### src/verilog/acr_map.svh
/*
 Register offsets, field positions, page codes and reset values of the
 converter configuration bank. Definitions only; included by the bank.
*/
`ifndef ACR_MAP_SVH
`define ACR_MAP_SVH
// ----------------------------------------
// Page codes
// ----------------------------------------
`define ACR_PAGE_MASTER 8'h80
`define ACR_PAGE_ADC 8'h0F
`define ACR_BANK_IL 16'h6100
// ----------------------------------------
// Offsets
// ----------------------------------------
`define ACR_OFF_ANALOG_PAGE 8'h11
`define ACR_OFF_BANK_LO 8'h03
`define ACR_OFF_BANK_HI 8'h04
`define ACR_OFF_SYNC_CTRL 8'h53
`define ACR_OFF_MASK_APPLY 8'h55
`define ACR_OFF_BUF_BOOST 8'h56
`define ACR_OFF_FORCED_ONE 8'h59
`define ACR_OFF_FOVR_CD 8'h5F
`define ACR_OFF_HPULSE_C 8'h60
`define ACR_OFF_HEN_CD 8'h61
`define ACR_OFF_OFFSET_LOOP 8'h68
`define ACR_OFF_HPULSE_A 8'h6C
`define ACR_OFF_HEN_AB 8'h6D
`define ACR_OFF_PAT_SEL 8'h74
`define ACR_OFF_PAT1_HI 8'h75
`define ACR_OFF_PAT1_LO 8'h76
`define ACR_OFF_PAT2_HI 8'h77
`define ACR_OFF_PAT2_LO 8'h78
`define ACR_OFF_IL_FIX 8'h18
// ----------------------------------------
// Writable bit masks and fields
// ----------------------------------------
`define ACR_MSK_SYNC 8'h40
`define ACR_MSK_MASK_APPLY 8'h10
`define ACR_MSK_BUF_BOOST 8'h08
`define ACR_MSK_FORCED_ONE 8'h20
`define ACR_MSK_HPULSE_HI 8'h10
`define ACR_MSK_HEN 8'h11
`define ACR_MSK_OFFSET 8'h04
`define ACR_MSK_PAT_SEL 8'hF0
`define ACR_MSK_PAT_LO 8'hFC
`define ACR_MSK_IL_FIX 8'h03
`define ACR_MSK_ALL 8'hFF
`define ACR_BIT_SYNC 6
`define ACR_BIT_MASK_APPLY 4
`define ACR_BIT_BOOST 3
`define ACR_BIT_HEN 4
`define ACR_BIT_PULSE_HI 4
`define ACR_BIT_PULSE_LO 0
`define ACR_BIT_OFFSET 2
`define ACR_RESET_VAL 8'h00
`define ACR_DESKEW_WORD 14'h3FFF
`define ACR_TOGGLE_WORD 14'h2AAA
`endif

### src/verilog/acr_pkg.sv
/*
 Types of the converter configuration bank.
 Assumes acr_map.svh is compiled with it.
*/
package acr_pkg;
  typedef enum logic [3:0] {
    ACR_PAT_NORMAL = 4'h0,
    ACR_PAT_ZEROS = 4'h1,
    ACR_PAT_ONES = 4'h2,
    ACR_PAT_TOGGLE = 4'h3,
    ACR_PAT_RAMP = 4'h4,
    ACR_PAT_SINGLE = 4'h6,
    ACR_PAT_DOUBLE = 4'h7,
    ACR_PAT_DESKEW = 4'h8
  } acr_pat_t;
  typedef struct packed {
    logic wr;
    logic rd;
    logic [15:0] addr;
    logic [7:0] wdata;
  } acr_req_t;
  typedef struct packed {
    logic sync_ref_ignore;
    logic mask_apply_enable;
    logic input_buffer_boost_a;
    logic forced_one;
    logic [7:0] fast_overrange_level_cd;
    logic harmonic_enable_ab;
    logic harmonic_enable_cd;
    logic interleave_fix_bypass;
    logic offset_loop_disable;
  } acr_ctl_t;
endpackage

### src/verilog/acr_bank.sv
/*
 Configuration bank: paged register file, harmonic arming per channel
 and test pattern generator for channels A and B.
 Assumes a serial front end delivering decoded one-cycle accesses on the
 sample clock; read data is returned one cycle later.
*/
// Notes on behaviour
// - Sync ignore bit masks SYSREF input
// - Mask apply powers down selected mask
// - Level field sets C/D overrange threshold
// - C/D improvement needs enable then pulse
// - A/B improvement needs enable then pulse
// - Pattern select zero passes samples
// - Codes one/two give zeros/ones
// - Code three toggles alternating word
// - Code four outputs incrementing ramp
// - Codes six/seven give user words
// - Code eight outputs deskew word
// - User words split over byte pairs
// - Interleave fix enabled 00, bypassed 11
// - Offset loop bit stops correction
`include "acr_map.svh"
`timescale 1ns/100ps
`default_nettype none
module acr_bank
  import acr_pkg::*;
#(
  parameter int SAMPLE_W = 14
)(
  input wire logic clock, // 40 MHz sample clock
  input wire logic sys_rst, // Synchronous reset, high
  input wire acr_req_t req, // Register access
  output logic [7:0] rdata, // Read data
  output logic rvalid, // Read data valid
  input wire logic [SAMPLE_W-1:0] sample_a, // Converted sample A
  input wire logic [SAMPLE_W-1:0] sample_b, // Converted sample B
  input wire logic sysref_in, // Sync reference pin
  output logic sysref_used, // Sync reference after masking
  output logic [SAMPLE_W-1:0] out_a, // Output sample A
  output logic [SAMPLE_W-1:0] out_b, // Output sample B
  output acr_ctl_t ctl, // Control levels to the core
  output logic [3:0] harmonic_active, // Improvement applied, D..A
  output logic power_down_mask // Apply selected mask
);
  if (SAMPLE_W != 14)
  begin
    $error("acr_bank supports 14-bit samples only");
  end

  // ----------------------------------------
  // Register storage
  // ----------------------------------------
  logic [7:0] page_reg;
  logic [15:0] bank_reg;
  logic [7:0] sync_reg, mask_reg, boost_reg, forced_reg, fovr_reg;
  logic [7:0] hpc_reg, hcd_reg, hpa_reg, hab_reg;
  logic [7:0] pat_reg, p1h_reg, p1l_reg, p2h_reg, p2l_reg;
  logic [7:0] ilfix_reg, offs_reg;
  logic [7:0] rd_next;
  logic hit;

  function automatic logic sel(input logic [15:0] a, input logic [7:0] off,
                               input logic pg);
    sel = pg && (a[7:0] == off) && (a[15:8] == 8'h00);
  endfunction

  logic pg_m, pg_a, pg_i;
  assign pg_m = (page_reg == `ACR_PAGE_MASTER);
  assign pg_a = (page_reg == `ACR_PAGE_ADC);
  assign pg_i = (bank_reg == `ACR_BANK_IL);

  logic w;
  assign w = req.wr;

  // Global page pointers
  always_ff @(posedge clock)
  begin
    if (sys_rst)
    begin
      page_reg <= `ACR_RESET_VAL;
      bank_reg <= 16'h0000;
    end
    else if (w)
    begin
      if (sel(req.addr, `ACR_OFF_ANALOG_PAGE, 1'b1))
        page_reg <= req.wdata;
      if (sel(req.addr, `ACR_OFF_BANK_LO, 1'b1))
        bank_reg[7:0] <= req.wdata;
      if (sel(req.addr, `ACR_OFF_BANK_HI, 1'b1))
        bank_reg[15:8] <= req.wdata;
    end
  end

  // Master page; unwritable bits held at zero
  always_ff @(posedge clock)
  begin
    if (sys_rst)
    begin
      sync_reg <= `ACR_RESET_VAL;
      mask_reg <= `ACR_RESET_VAL;
      boost_reg <= `ACR_RESET_VAL;
      forced_reg <= `ACR_RESET_VAL;
    end
    else if (w)
    begin
      if (sel(req.addr, `ACR_OFF_SYNC_CTRL, pg_m))
        sync_reg <= req.wdata & `ACR_MSK_SYNC;
      if (sel(req.addr, `ACR_OFF_MASK_APPLY, pg_m))
        mask_reg <= req.wdata & `ACR_MSK_MASK_APPLY;
      if (sel(req.addr, `ACR_OFF_BUF_BOOST, pg_m))
        boost_reg <= req.wdata & `ACR_MSK_BUF_BOOST;
      if (sel(req.addr, `ACR_OFF_FORCED_ONE, pg_m))
        forced_reg <= req.wdata & `ACR_MSK_FORCED_ONE;
    end
  end

  // ADC page
  always_ff @(posedge clock)
  begin
    if (sys_rst)
    begin
      fovr_reg <= `ACR_RESET_VAL;
      hpc_reg <= `ACR_RESET_VAL;
      hcd_reg <= `ACR_RESET_VAL;
      hpa_reg <= `ACR_RESET_VAL;
      hab_reg <= `ACR_RESET_VAL;
      pat_reg <= `ACR_RESET_VAL;
      p1h_reg <= `ACR_RESET_VAL;
      p1l_reg <= `ACR_RESET_VAL;
      p2h_reg <= `ACR_RESET_VAL;
      p2l_reg <= `ACR_RESET_VAL;
    end
    else if (w)
    begin
      if (sel(req.addr, `ACR_OFF_FOVR_CD, pg_a))
        fovr_reg <= req.wdata;
      if (sel(req.addr, `ACR_OFF_HPULSE_C, pg_a))
        hpc_reg <= req.wdata & `ACR_MSK_HPULSE_HI;
      if (sel(req.addr, `ACR_OFF_HEN_CD, pg_a))
        hcd_reg <= req.wdata & `ACR_MSK_HEN;
      if (sel(req.addr, `ACR_OFF_HPULSE_A, pg_a))
        hpa_reg <= req.wdata & `ACR_MSK_HPULSE_HI;
      if (sel(req.addr, `ACR_OFF_HEN_AB, pg_a))
        hab_reg <= req.wdata & `ACR_MSK_HEN;
      if (sel(req.addr, `ACR_OFF_PAT_SEL, pg_a))
        pat_reg <= req.wdata & `ACR_MSK_PAT_SEL;
      if (sel(req.addr, `ACR_OFF_PAT1_HI, pg_a))
        p1h_reg <= req.wdata;
      if (sel(req.addr, `ACR_OFF_PAT1_LO, pg_a))
        p1l_reg <= req.wdata & `ACR_MSK_PAT_LO;
      if (sel(req.addr, `ACR_OFF_PAT2_HI, pg_a))
        p2h_reg <= req.wdata;
      if (sel(req.addr, `ACR_OFF_PAT2_LO, pg_a))
        p2l_reg <= req.wdata & `ACR_MSK_PAT_LO;
    end
  end

  // Interleaving engine page
  always_ff @(posedge clock)
  begin
    if (sys_rst)
    begin
      ilfix_reg <= `ACR_RESET_VAL;
      offs_reg <= `ACR_RESET_VAL;
    end
    else if (w)
    begin
      if (sel(req.addr, `ACR_OFF_IL_FIX, pg_i))
        ilfix_reg <= req.wdata & `ACR_MSK_IL_FIX;
      if (sel(req.addr, `ACR_OFF_OFFSET_LOOP, pg_i))
        offs_reg <= req.wdata & `ACR_MSK_OFFSET;
    end
  end

  // ----------------------------------------
  // Read back
  // ----------------------------------------
  always_comb
  begin
    rd_next = `ACR_RESET_VAL;
    hit = 1'b1;
    if (sel(req.addr, `ACR_OFF_ANALOG_PAGE, 1'b1)) rd_next = page_reg;
    else if (sel(req.addr, `ACR_OFF_BANK_LO, 1'b1)) rd_next = bank_reg[7:0];
    else if (sel(req.addr, `ACR_OFF_BANK_HI, 1'b1)) rd_next = bank_reg[15:8];
    else if (sel(req.addr, `ACR_OFF_SYNC_CTRL, pg_m)) rd_next = sync_reg;
    else if (sel(req.addr, `ACR_OFF_MASK_APPLY, pg_m)) rd_next = mask_reg;
    else if (sel(req.addr, `ACR_OFF_BUF_BOOST, pg_m)) rd_next = boost_reg;
    else if (sel(req.addr, `ACR_OFF_FORCED_ONE, pg_m)) rd_next = forced_reg;
    else if (sel(req.addr, `ACR_OFF_FOVR_CD, pg_a)) rd_next = fovr_reg;
    else if (sel(req.addr, `ACR_OFF_HPULSE_C, pg_a)) rd_next = hpc_reg;
    else if (sel(req.addr, `ACR_OFF_HEN_CD, pg_a)) rd_next = hcd_reg;
    else if (sel(req.addr, `ACR_OFF_HPULSE_A, pg_a)) rd_next = hpa_reg;
    else if (sel(req.addr, `ACR_OFF_HEN_AB, pg_a)) rd_next = hab_reg;
    else if (sel(req.addr, `ACR_OFF_PAT_SEL, pg_a)) rd_next = pat_reg;
    else if (sel(req.addr, `ACR_OFF_PAT1_HI, pg_a)) rd_next = p1h_reg;
    else if (sel(req.addr, `ACR_OFF_PAT1_LO, pg_a)) rd_next = p1l_reg;
    else if (sel(req.addr, `ACR_OFF_PAT2_HI, pg_a)) rd_next = p2h_reg;
    else if (sel(req.addr, `ACR_OFF_PAT2_LO, pg_a)) rd_next = p2l_reg;
    else if (sel(req.addr, `ACR_OFF_IL_FIX, pg_i)) rd_next = ilfix_reg;
    else if (sel(req.addr, `ACR_OFF_OFFSET_LOOP, pg_i)) rd_next = offs_reg;
    else hit = 1'b0;
  end

  always_ff @(posedge clock)
  begin
    if (sys_rst)
    begin
      rdata <= `ACR_RESET_VAL;
      rvalid <= 1'b0;
    end
    else
    begin
      rvalid <= req.rd;
      rdata <= (req.rd && hit) ? rd_next : `ACR_RESET_VAL;
    end
  end

  // ----------------------------------------
  // Control levels and sync masking
  // ----------------------------------------
  logic sref_s1, sref_s2;
  always_ff @(posedge clock)
  begin
    if (sys_rst)
    begin
      sref_s1 <= 1'b0;
      sref_s2 <= 1'b0;
      sysref_used <= 1'b0;
      power_down_mask <= 1'b0;
      ctl <= '0;
    end
    else
    begin
      sref_s1 <= sysref_in;
      sref_s2 <= sref_s1;
      sysref_used <= sref_s2 & ~sync_reg[`ACR_BIT_SYNC];
      power_down_mask <= mask_reg[`ACR_BIT_MASK_APPLY];
      ctl.sync_ref_ignore <= sync_reg[`ACR_BIT_SYNC];
      ctl.mask_apply_enable <= mask_reg[`ACR_BIT_MASK_APPLY];
      ctl.input_buffer_boost_a <= boost_reg[`ACR_BIT_BOOST];
      ctl.forced_one <= |forced_reg;
      ctl.fast_overrange_level_cd <= fovr_reg;
      ctl.harmonic_enable_ab <= hab_reg[`ACR_BIT_HEN];
      ctl.harmonic_enable_cd <= hcd_reg[`ACR_BIT_HEN];
      ctl.interleave_fix_bypass <= (ilfix_reg[1:0] == 2'b11);
      ctl.offset_loop_disable <= offs_reg[`ACR_BIT_OFFSET];
    end
  end

  // ----------------------------------------
  // Harmonic arming: latch on pulse falling edge while enabled
  // ----------------------------------------
  logic [3:0] pulse_now, pulse_prev, en_now;
  assign pulse_now = {hcd_reg[`ACR_BIT_PULSE_LO], hpc_reg[`ACR_BIT_PULSE_HI],
                      hab_reg[`ACR_BIT_PULSE_LO], hpa_reg[`ACR_BIT_PULSE_HI]};
  assign en_now = {{2{hcd_reg[`ACR_BIT_HEN]}}, {2{hab_reg[`ACR_BIT_HEN]}}};

  always_ff @(posedge clock)
  begin
    if (sys_rst)
    begin
      pulse_prev <= 4'h0;
      harmonic_active <= 4'h0;
    end
    else
    begin
      pulse_prev <= pulse_now;
      for (int i = 0; i < 4; i++)
      begin
        if (!en_now[i])
          harmonic_active[i] <= 1'b0;
        else if (pulse_prev[i] && !pulse_now[i])
          harmonic_active[i] <= 1'b1;
      end
    end
  end

  // ----------------------------------------
  // Test pattern generator
  // ----------------------------------------
  logic [13:0] ramp_reg, user1, user2;
  logic phase_reg;
  logic [13:0] pat_word;
  assign user1 = {p1h_reg, p1l_reg[7:2]};
  assign user2 = {p2h_reg, p2l_reg[7:2]};

  always_ff @(posedge clock)
  begin
    if (sys_rst)
    begin
      ramp_reg <= 14'h0000;
      phase_reg <= 1'b0;
    end
    else
    begin
      ramp_reg <= ramp_reg + 14'h0001;
      phase_reg <= ~phase_reg;
    end
  end

  always_comb
  begin
    pat_word = 14'h0000;
    unique case (acr_pat_t'(pat_reg[7:4]))
      ACR_PAT_ZEROS: pat_word = 14'h0000;
      ACR_PAT_ONES: pat_word = 14'h3FFF;
      ACR_PAT_TOGGLE:
        pat_word = phase_reg ? ~`ACR_TOGGLE_WORD : `ACR_TOGGLE_WORD;
      ACR_PAT_RAMP: pat_word = ramp_reg;
      ACR_PAT_SINGLE: pat_word = user1;
      ACR_PAT_DOUBLE: pat_word = phase_reg ? user2 : user1;
      ACR_PAT_DESKEW: pat_word = `ACR_DESKEW_WORD;
      default: pat_word = 14'h0000;
    endcase
  end

  always_ff @(posedge clock)
  begin
    if (sys_rst)
    begin
      out_a <= '0;
      out_b <= '0;
    end
    else if (pat_reg[7:4] == 4'h0)
    begin
      out_a <= sample_a;
      out_b <= sample_b;
    end
    else
    begin
      out_a <= pat_word;
      out_b <= pat_word;
    end
  end
endmodule
`default_nettype wire

### config.mk
export PLATFORM = sky130hd
export DESIGN_NAME = acr_bank
export DESIGN_NICKNAME = d
export VERILOG_FILES = /design/src/verilog/acr_pkg.sv /design/src/verilog/acr_bank.sv
export VERILOG_INCLUDE_DIRS = /design/src /design/src/verilog
export SDC_FILE = /design/constraint.sdc
export NUM_CORES = 1
export LEC_CHECK = 0
export BUFFER_PORTS_ARGS = -buffer_cell sky130_fd_sc_hd__clkbuf_2
export CORE_ASPECT_RATIO = 0.5
export CORE_MARGIN = 2
export CORE_UTILIZATION = 30
export DETAILED_ROUTE_END_ITERATION = 8
export PLACE_DENSITY_LB_ADDON = 0.1
export SLEW_MARGIN = 20
export SYNTH_ARGS = -nofsm -noshare
export SYNTH_HDL_FRONTEND = slang
export SYNTH_SLANG_ARGS = --single-unit
### constraint.sdc
create_clock -name clock -period 2.21 [get_ports clock]
set_input_delay 0.1105 -clock clock [delete_from_list [all_inputs] [get_ports clock]]
set_output_delay 0.1105 -clock clock [all_outputs]
set_load 0.05 [all_outputs]
==> Word level (Yosys, flattened, before mapping) <==
Index checks and enable logic that the tools add are counted.
{ "totals": {"ff_bits": 156, "latch_bits": 0, "ram_bits": 0, "romBits": 0, "out_inout_bits": 59, "elab_cells": 190, "memories": 0} }
{ "op_classes": {"add_sub_neg": 1, "multipliers": 0, "div": 0, "magnitude_cmp": 0, "n_eq_ne": 29, "shifts": 0, "n_mux": 43, "n_bitwise": 6, "reduce_logical": 69} }
{ "ops": {"columns": ["cell", "count"], "rows": [
  ["8-bit two-way mux", 17],
  ["8-bit by 7-bit equality test with 1-bit output (second input constant)", 15],
  ["14-bit one-hot mux with 5 select lines", 1],
  ["14-bit two-way mux", 4],
  ["1-bit logical AND", 40],
  ["2-bit AND reduction", 19],
  ["1-bit two-way mux", 19],
  ["16-bit by 15-bit equality test with 1-bit output (second input constant)", 1],
  ["8-bit by 5-bit equality test with 1-bit output (second input constant)", 2],
  ["14-bit by 1-bit adder with 14-bit output (second input constant)", 1],
  ["4-bit by 3-bit equality test with 1-bit output (second input constant)", 3],
  ["4-bit by 2-bit equality test with 1-bit output (second input constant)", 2],
  ["8-bit by 2-bit equality test with 1-bit output (second input constant)", 1],
  ["8-bit by 3-bit equality test with 1-bit output (second input constant)", 1],
  ["8-bit by 4-bit equality test with 1-bit output (second input constant)", 1],
  ["8-bit equality test (second input constant)", 1],
  ["8-bit logical NOT", 1],
  ["2-bit OR reduction", 4],
  ["3-bit two-way mux", 2],
  ["1-bit NOT", 5],
  ["4-bit equality test (second input constant)", 1],
  ["1-bit logical NOT", 4],
  ["4-bit logical NOT", 1],
  ["2-bit equality test (second input constant)", 1],
  ["1-bit AND", 1]
]} }

==> Depth between registers and ports, before layout <==
Gate-level depths: netlist of run 1.
{ "logic_depth": {"ltp_word": 25, "ltp_mapped": 9, "ltp_nobuf": 6} }

==> Worst setup path after synthesis of run 1 <==
No wires, ideal clock.
{ "synth_timing": {"path_type": "register to register", "startpoint": "register bank_reg[6]", "endpoint": "register rdata[2]", "setup_time_ns": 0.079, "arrival_ns": 2.022, "required_time_ns": 2.131, "slack_ns": 0.108, "stages_incl_launch_ff": 6, "n_path_buf": 0, "synth_period_minus_slack_ns": 2.102, "cell_sequence": "dfxtp_1 > or4b_2 > nor4_1 > nand3_1 > a221o_1 > a211oi_2"} }
{ "synth_between": {"elab_chain_cells": 25, "elab_cells_between_ends": 46, "cone_classes": "1 x eq/ne; 38 x mux; 1 x bitwise; 6 x reduce/logical"} }
{ "synth_rtl": {"columns": ["element", "line", "rtl"], "rows": [
  ["start, declared", "acr_bank.sv:54", "logic [15:0] bank_reg;"],
  ["start signal, assigned", "acr_bank.sv:88", "bank_reg[7:0] <= req.wdata;"],
  ["16-bit by 15-bit equality test with 1-bit output (no source line) (*)", null, null],
  ["1-bit logical AND (2 in series)", "acr_bank.sv:64", "sel = pg && (a[7:0] == off) && (a[15:8] == 8'h00);"],
  ["1-bit two-way mux", "acr_bank.sv:200", "else if (sel(req.addr, `ACR_OFF_OFFSET_LOOP, pg_i)) rd_next = offs_reg;"],
  ["1-bit two-way mux", "acr_bank.sv:199", "else if (sel(req.addr, `ACR_OFF_IL_FIX, pg_i)) rd_next = ilfix_reg;"],
  ["1-bit two-way mux", "acr_bank.sv:198", "else if (sel(req.addr, `ACR_OFF_PAT2_LO, pg_a)) rd_next = p2l_reg;"],
  ["1-bit two-way mux", "acr_bank.sv:197", "else if (sel(req.addr, `ACR_OFF_PAT2_HI, pg_a)) rd_next = p2h_reg;"],
  ["1-bit two-way mux", "acr_bank.sv:196", "else if (sel(req.addr, `ACR_OFF_PAT1_LO, pg_a)) rd_next = p1l_reg;"],
  ["1-bit two-way mux", "acr_bank.sv:195", "else if (sel(req.addr, `ACR_OFF_PAT1_HI, pg_a)) rd_next = p1h_reg;"],
  ["[... 8 more ...]", null, null],
  ["1-bit two-way mux", "acr_bank.sv:186", "else if (sel(req.addr, `ACR_OFF_MASK_APPLY, pg_m)) rd_next = mask_reg;"],
  ["1-bit two-way mux", "acr_bank.sv:185", "else if (sel(req.addr, `ACR_OFF_SYNC_CTRL, pg_m)) rd_next = sync_reg;"],
  ["1-bit two-way mux", "acr_bank.sv:184", "else if (sel(req.addr, `ACR_OFF_BANK_HI, 1'b1)) rd_next = bank_reg[15:8];"],
  ["1-bit two-way mux", "acr_bank.sv:183", "else if (sel(req.addr, `ACR_OFF_BANK_LO, 1'b1)) rd_next = bank_reg[7:0];"],
  ["1-bit two-way mux", "acr_bank.sv:182", "if (sel(req.addr, `ACR_OFF_ANALOG_PAGE, 1'b1)) rd_next = page_reg;"],
  ["1-bit logical AND", "acr_bank.sv:214", "rdata <= (req.rd && hit) ? rd_next : `ACR_RESET_VAL;"],
  ["1-bit NOT (no source line)", null, null],
  ["2-bit OR reduction (no source line)", null, null],
  ["end signal, assigned", "acr_bank.sv:208", "rdata <= `ACR_RESET_VAL;"],
  ["end signal, assigned", "acr_bank.sv:214", null],
  ["end, declared", "acr_bank.sv:33", "output logic [7:0] rdata,"]
]} }
Every way passes the cells marked *; elsewhere a longest branch is shown, timed or not.
A chain may end at the register's enable or synchronous reset.

==> Final worst setup path of run 1 <==
Ends and elaborated chain as after synthesis.

==> metrics.cfg, run 1 <==
[die]
die_h_um = 111
core_um2 = 22700
io_pins = 116
dieArea_um2 = 24400
die_x_um = 219
num_rows = 39
initial_core_util_pct = 30.4

[sta]
grt_setup_unrepaired = no
max_freq_mhz = 468
period_minus_slack_ns = 2.14
worst_pin_slew_ns = 0.666
max-slew-margin-rel_pct = 55.4
finClkSkew_ns = 0.0145
final-setup-viol-count = 0
whs_ns = 0.0808
hold_viol = 0
drv_slew = 0
finalCritPeriodShare_pct = 96.7

[pwr]
swShare_pct = 24.3
pwr-share-seq_pct = 43.9
pwr-share-clk_pct = 48.4
ir_drop_v = 0.000568
p_int_mw = 4.94
leakagePower_nw = 3.59
power_density_nw_per_um2 = 703
p_comb_share_pct = 7.7
power.switching_mw = 1.59

[synth]
ys_seq_area_share_pct = 45.2
synth_seq_cells = 156
yosys_warnings = 0
synth_ff_type = dfxtp_1
synth_edf_count = 0
ys_types = 66
synth_top_area_share_pct = 45.2
yosys-top-cells-area = dfxtp_1, a21oi_1, nand2_1
yosysMostFrequentCell = dfxtp_1
yosysTopAreaCell = dfxtp_1
syn_area_um2 = 6910
yosys-top-cells-count = dfxtp_1, nand2_1, a21oi_1
syn_avg_cell_area_um2 = 8.29
syn_inst = 834
syn_nets = 892
synthArstFlopShare_pct = 0

[detailed_routing]
via_count = 6946
vias_per_cell = 5.20
drt-initial-drc-count = 608
drc_errors = 0
wire_per_inst_um = 19.7
antenna_left = 0
firstDrtPassIters = 8
routed_wl_um = 26300

[setup_path]
path_class = register to register
ff2ff_path_depth = 6
crit_path_end_kind = register
startpoint_type = register
path_max_fanout = 3
crit_required_ns = 2.56
crit_arrival_ns = 2.49

[placement]
port_buffers = 115
dp_hpwl_um = 19300
gp_congestion = 0.916

[clocking]
cts_tree = built
cts_max_level = 4
insertion_delay_ns = 0.45
cts.sinks = 156
clock_path_buffers = 2
cts_root_buf = clkbuf_16
cts_buffers = 17
clkSlewWorstSetupHoldPaths_ns = 0.06

[cells_and_area]
largest_reg_flops = 16
area_delta_synth_final_pct = 34.1
utilization_pct = 40.8
diodes = 0
nets = 1075
layout-drive-gt1-share_pct = 25.5
fill_cells = 2350

[global_routing]
gr-total-overflow = 0
grt_pass1_vias = 6702
grt_pass1_wl_um = 40300
track_usage_pct = 22.0
grt_max_degree = 102
antenna_found_initial = 0

[run]
drv_cap = 0

[min_path]
holdPathStages = 3
hold_class = input pin to register

[status]
status = completed

[path summary, 6_finish.rpt]
check         startpoint           to  slack [ns]
max          bank_reg[6]     rdata[2]        0.07
min               req[1]  fovr_reg[1]        0.08
max reg2reg  bank_reg[6]     rdata[2]        0.07
min reg2reg      sref_s1      sref_s2        0.46
[cell families (layout without fill, tap and decap cells)]
kind of cell	Yosys count	in the layout	synth area share, %
buffers and inverters	74	270	4.38
and+or+nand+nor	391	391	29.3
muxes	20	20	2.91
adders and majority gates	1	1	0.181
xor gates and xnor gates	12	12	1.52
AOI/OAI and AO/OA	180	180	16.6
DFF	156	156	45.2
[worst max-delay path, stage by stage (launching register included)]
cell      delay, ns
dfxtp_1        0.31
or4b_2         0.71
nor4_2         0.23
buf_4          0.17
nand3_1        0.08
a221o_1        0.32
a211oi_2       0.24
[power groups by stage]
stage | Sequential [mW] | Combinational (mW) | Clock, mW
floorplan | 3.02 | 0.164 | 0
detailed placement | 2.93 | 0.458 | 0
global placement | 2.93 | 0.457 | 0
finish | 2.86 | 0.503 | 3.16
CTS | 2.86 | 0.501 | 3.22
global route | 2.87 | 0.537 | 3.36
[timing repair]
action,CTS,global route
setup endpoints to repair,8,41
buffers inserted,0,1
gates resized for setup,2,13
hold buffers,30,0
endpoints found under the hold margin,30,0
[stage by stage]
stage / cells / setup slack, ns / cell area [µm²] / power, mW / TNS (ns)
2_1_floorplan: 834 / 0.108 / 6910 / 3.19 / 0
3_3_place_gp: 1274 / -0.135 / 8290 / 3.39 / -1.31
3_5_place_dp: 1274 / -0.138 / 8290 / 3.38 / -1.57
4_1_cts: 1336 / 0.00913 / 9220 / 6.59 / 0
5_1_grt: 1337 / 0.00106 / 9270 / 6.76 / 0
6_report: 1337 / 0.0733 / 9270 / 6.52 / 0
[routing by layer]
metal | wire length, µm | GRT usage, %
met5 | 0 | 0
met1 | 13300 | 32.2
met4 | 322 | 5.45
met3 | 1870 | 6.01
met2 | 10800 | 31.7
[layout make-up]
class                      count  area (µm²)  area share (%)
sequential                   156        3120            33.7
multi-input combinational    604        3560            38.4
clock inverter                11         165            1.78
clock buffer                  21         450            4.86
timing repair buffer         224        1530            16.5
inverter                      14        52.6           0.567
tap                          307         384            4.14
[layout by cell type, fill, tap and decap left out, drive strengths merged, types with 3 or more instances in the layout]
| cell type | count |
|---|---|
| dfxtp | 156 |
| nand2 | 135 |
| clkbuf | 135 |
| a21oi | 111 |
| buf | 80 |
| nand3 | 68 |
| nor2 | 57 |
| dlygate4sd3 | 30 |
| nor2b | 20 |
| mux2i | 19 |
| nor4 | 19 |
| and2 | 18 |
| nor3 | 18 |
| a222oi | 15 |
| inv | 15 |
| nand4 | 12 |
| o21ai | 9 |
| xor2 | 7 |
| o22ai | 7 |
| nand2b | 6 |
| a221oi | 6 |
| and3 | 5 |
| a22oi | 5 |
| or3 | 5 |
| xnor2 | 5 |
| clkinv | 5 |
| nand4b | 4 |
| bufinv | 4 |
| nor4bb | 3 |
| a32oi | 3 |
| or2 | 3 |
| or4 | 3 |
| and4b | 3 |
| a311oi | 3 |
| nor4b | 3 |
(Power assumes the default switching activity.)
==> run 2, diff against run 1 <==
==> constraint.sdc (replaced) <==
create_clock -name clock -period 2.21 [get_ports clock]
set_input_delay 0.663 -clock clock [delete_from_list [all_inputs] [get_ports clock]]
set_output_delay 0.663 -clock clock [all_outputs]
set_load 0.05 [all_outputs]
==> run 2 against run 1 <==
The run now ends with negative setup slack left. Global-route usage decreased by 0.15 points. Total power increased by 0.20%. Sequential share of layout area decreased by 1.5 points. Via count increased by 1.2%. Final cell count increased by 2.8%. Critical endpoint is now rdata[7].
==> metrics.cfg, run 2 (synthesis results as in run 1) <==
[clocking]
cts.sinks = 156  ; unchanged
cts_root_buf = clkbuf_16
insertion_delay_ns = 0.44  ; about the same
clock_path_buffers = 2  ; unchanged
cts_tree = built
cts_max_level = 4  ; unchanged
cts_buffers = 17  ; unchanged
clkSlewWorstSetupHoldPaths_ns = 0.07  ; about the same

[die]
num_rows = 39  ; unchanged
initial_core_util_pct = 30.4  ; unchanged
die_h_um = 111  ; unchanged
io_pins = 116  ; unchanged
die_x_um = 219  ; unchanged
dieArea_um2 = 24400  ; unchanged
core_um2 = 22700  ; unchanged

[setup_path]
path_max_fanout = 6  ; +3
path_cells = buf_8 -> or4_4 -> nor4_4 -> and3_4 -> buf_6 -> a222oi_1 -> a211o_1 -> a311oi_2
startpoint_type = input pin
path_class = input pin to register
cpMaxStageDelayCell = or4_4
max_stage_delay_ns = 0.55  ; -0.16 ns
crit_required_ns = 2.56  ; about the same
crit_path_end_kind = register
crit_arrival_ns = 2.60  ; +0.11 ns

[detailed_routing]
firstDrtPassIters = 5  ; -3
via_count = 7029  ; +1.2%
antenna_left = 0  ; unchanged
drc_errors = 0  ; unchanged
vias_per_cell = 5.11  ; -1.6%
wire_per_inst_um = 19.2  ; -2.7%
routed_wl_um = 26400  ; about the same
drt-initial-drc-count = 612  ; +0.66%

[min_path]
hold_class = input pin to register

[global_routing]
grt_pass1_vias = 6727  ; +0.37%
grt_pass1_wl_um = 40400  ; +0.14%
track_usage_pct = 21.8  ; -0.15 points
grt_max_degree = 72  ; -29%
antenna_found_initial = 0  ; unchanged
gr-total-overflow = 0  ; unchanged

[status]
violations = negative setup slack
status = finished, violations left

[cells_and_area]
final_cell_mix = dfxtp_1, buf_4, nand2_1
area_delta_synth_final_pct = 40.4
seqCellArea_um2 = 3120  ; about the same
layout-drive-gt1-share_pct = 33.4  ; +7.9 points
multi_input_area_um2 = 3740  ; +4.9%
diodes = 0  ; unchanged
largest_reg_flops = 16  ; unchanged
final_common_cell = dfxtp_1
stdcell_area_um2 = 9710  ; +4.7%
fill_cells = 2317  ; -1.4%
nets = 1113  ; +3.5%

[pwr]
power.switching_mw = 1.63  ; +3.0%
pwr-share-clk_pct = 48.4  ; about the same
ir_drop_v = 0.000491  ; -14%
swShare_pct = 25.0  ; +0.69 points
p_int_mw = 4.90  ; -0.72%
p_comb_share_pct = 7.8  ; about the same
pwr-share-seq_pct = 43.8  ; about the same
leakagePower_nw = 3.87  ; +8.0%
power_density_nw_per_um2 = 673  ; -4.3%

[sta]
finClkSkew_ns = 0.00998  ; -0.00451 ns
worst_slack_ns = -0.0451  ; -0.118 ns
finalCritPeriodShare_pct = 102  ; +5.4 points
final-setup-viol-count = 1  ; +1
period_minus_slack_ns = 2.26  ; +0.118 ns
max_freq_mhz = 443  ; -5.3%
worst_pin_slew_ns = 0.676  ; +0.0103 ns
max-slew-margin-rel_pct = 54.7  ; -0.69 points
grt_setup_unrepaired = yes
hold_viol = 0  ; unchanged
drv_slew = 0  ; unchanged
tns_ns = -0.0451  ; -0.0451 ns

[placement]
dp_hpwl_um = 19900  ; +3.1%
port_buffers = 115  ; unchanged
dpl_cell_area_um2 = 8790  ; +6.1%
gp_congestion = 0.909  ; -0.79%
place_ws_ns = -0.562  ; -0.423 ns

[run]
drv_cap = 0  ; unchanged

[run 2: changes by cell type in the layout (fill, tap and decap cells not counted), sizes merged]
cell,previous run,this run
inv,15,17
clkbuf,135,130
dlygate4sd3,30,0
bufinv,4,3
clkinv,5,3
clkinvlp,1,3
buf,80,152
[run 2: per-layer routing]
| layer | GRT usage (%) | share of wire, % |
|---|---|---|
| met3 | 4.10 | 6.5 |
| met4 | 4.95 | 1.2 |
| met2 | 30.7 | 41 |
| met5 | 0 | 0 |
| met1 | 33.9 | 52 |
[run 2: layout make-up]
class | count | share of cell area [%]
clock buffers | 20 | 4.81
clock inverters | 12 | 1.65
inverters | 14 | 0.541
multi-input cells | 604 | 38.5
flip-flops and latches | 156 | 32.2
well taps | 307 | 3.96
repair buffers | 262 | 18.3
[run 2: path summary, 6_finish.rpt]
kind                                  start           to  slack [ns]  cells after the start
worst min-delay path              sysref_in      sref_s1        0.44                      2
worst max-delay path                req[19]     rdata[7]       -0.05                      8
worst min register to register      sref_s2  sysref_used        0.46                      1
worst max register to register  page_reg[7]     rdata[7]        0.05                      7
[run 2: power by group through the flow]
stage | Combinational (mW) | Sequential [mW] | Clock (mW)
after floorplan | 0.166 | 3.02 | 0
after global placement | 0.494 | 2.93 | 0
after detailed placement | 0.496 | 2.93 | 0
after CTS | 0.501 | 2.86 | 3.22
after global routing | 0.545 | 2.87 | 3.34
final | 0.510 | 2.86 | 3.16
[run 2: what timing repair did]
| item | 4_1_cts | 5_1_grt |
|---|---|---|
| endpoints found under the setup margin | 19 | 28 |
| hold buffers | 0 | 0 |
| pin swaps | 5 | 14 |
| resized for setup | 10 | 41 |
| gates cloned | 0 | 0 |
| buffers inserted | 2 | 8 |
[run 2: metrics by stage]
stage | util (%) | hold slack (ns) | cells | power (mW)
6_report | 42.7 | 0.444 | 1375 | 6.54
5_1_grt | 42.7 | 0.440 | 1375 | 6.75
4_1_cts | 41.7 | 0.432 | 1368 | 6.59
3_5_place_dp | 38.6 | 0.439 | 1334 | 3.42
3_3_place_gp | 38.6 | 0.421 | 1334 | 3.42
2_1_floorplan | - | 0.414 | 834 | 3.19
[run 2: critical path, delay by kind of cell]
family / cells / cell delay [ns]
and+or+nand+nor: 3 / 1.11
AOI/OAI and AO/OA: 3 / 0.61
buffers and inverters: 2 / 0.22
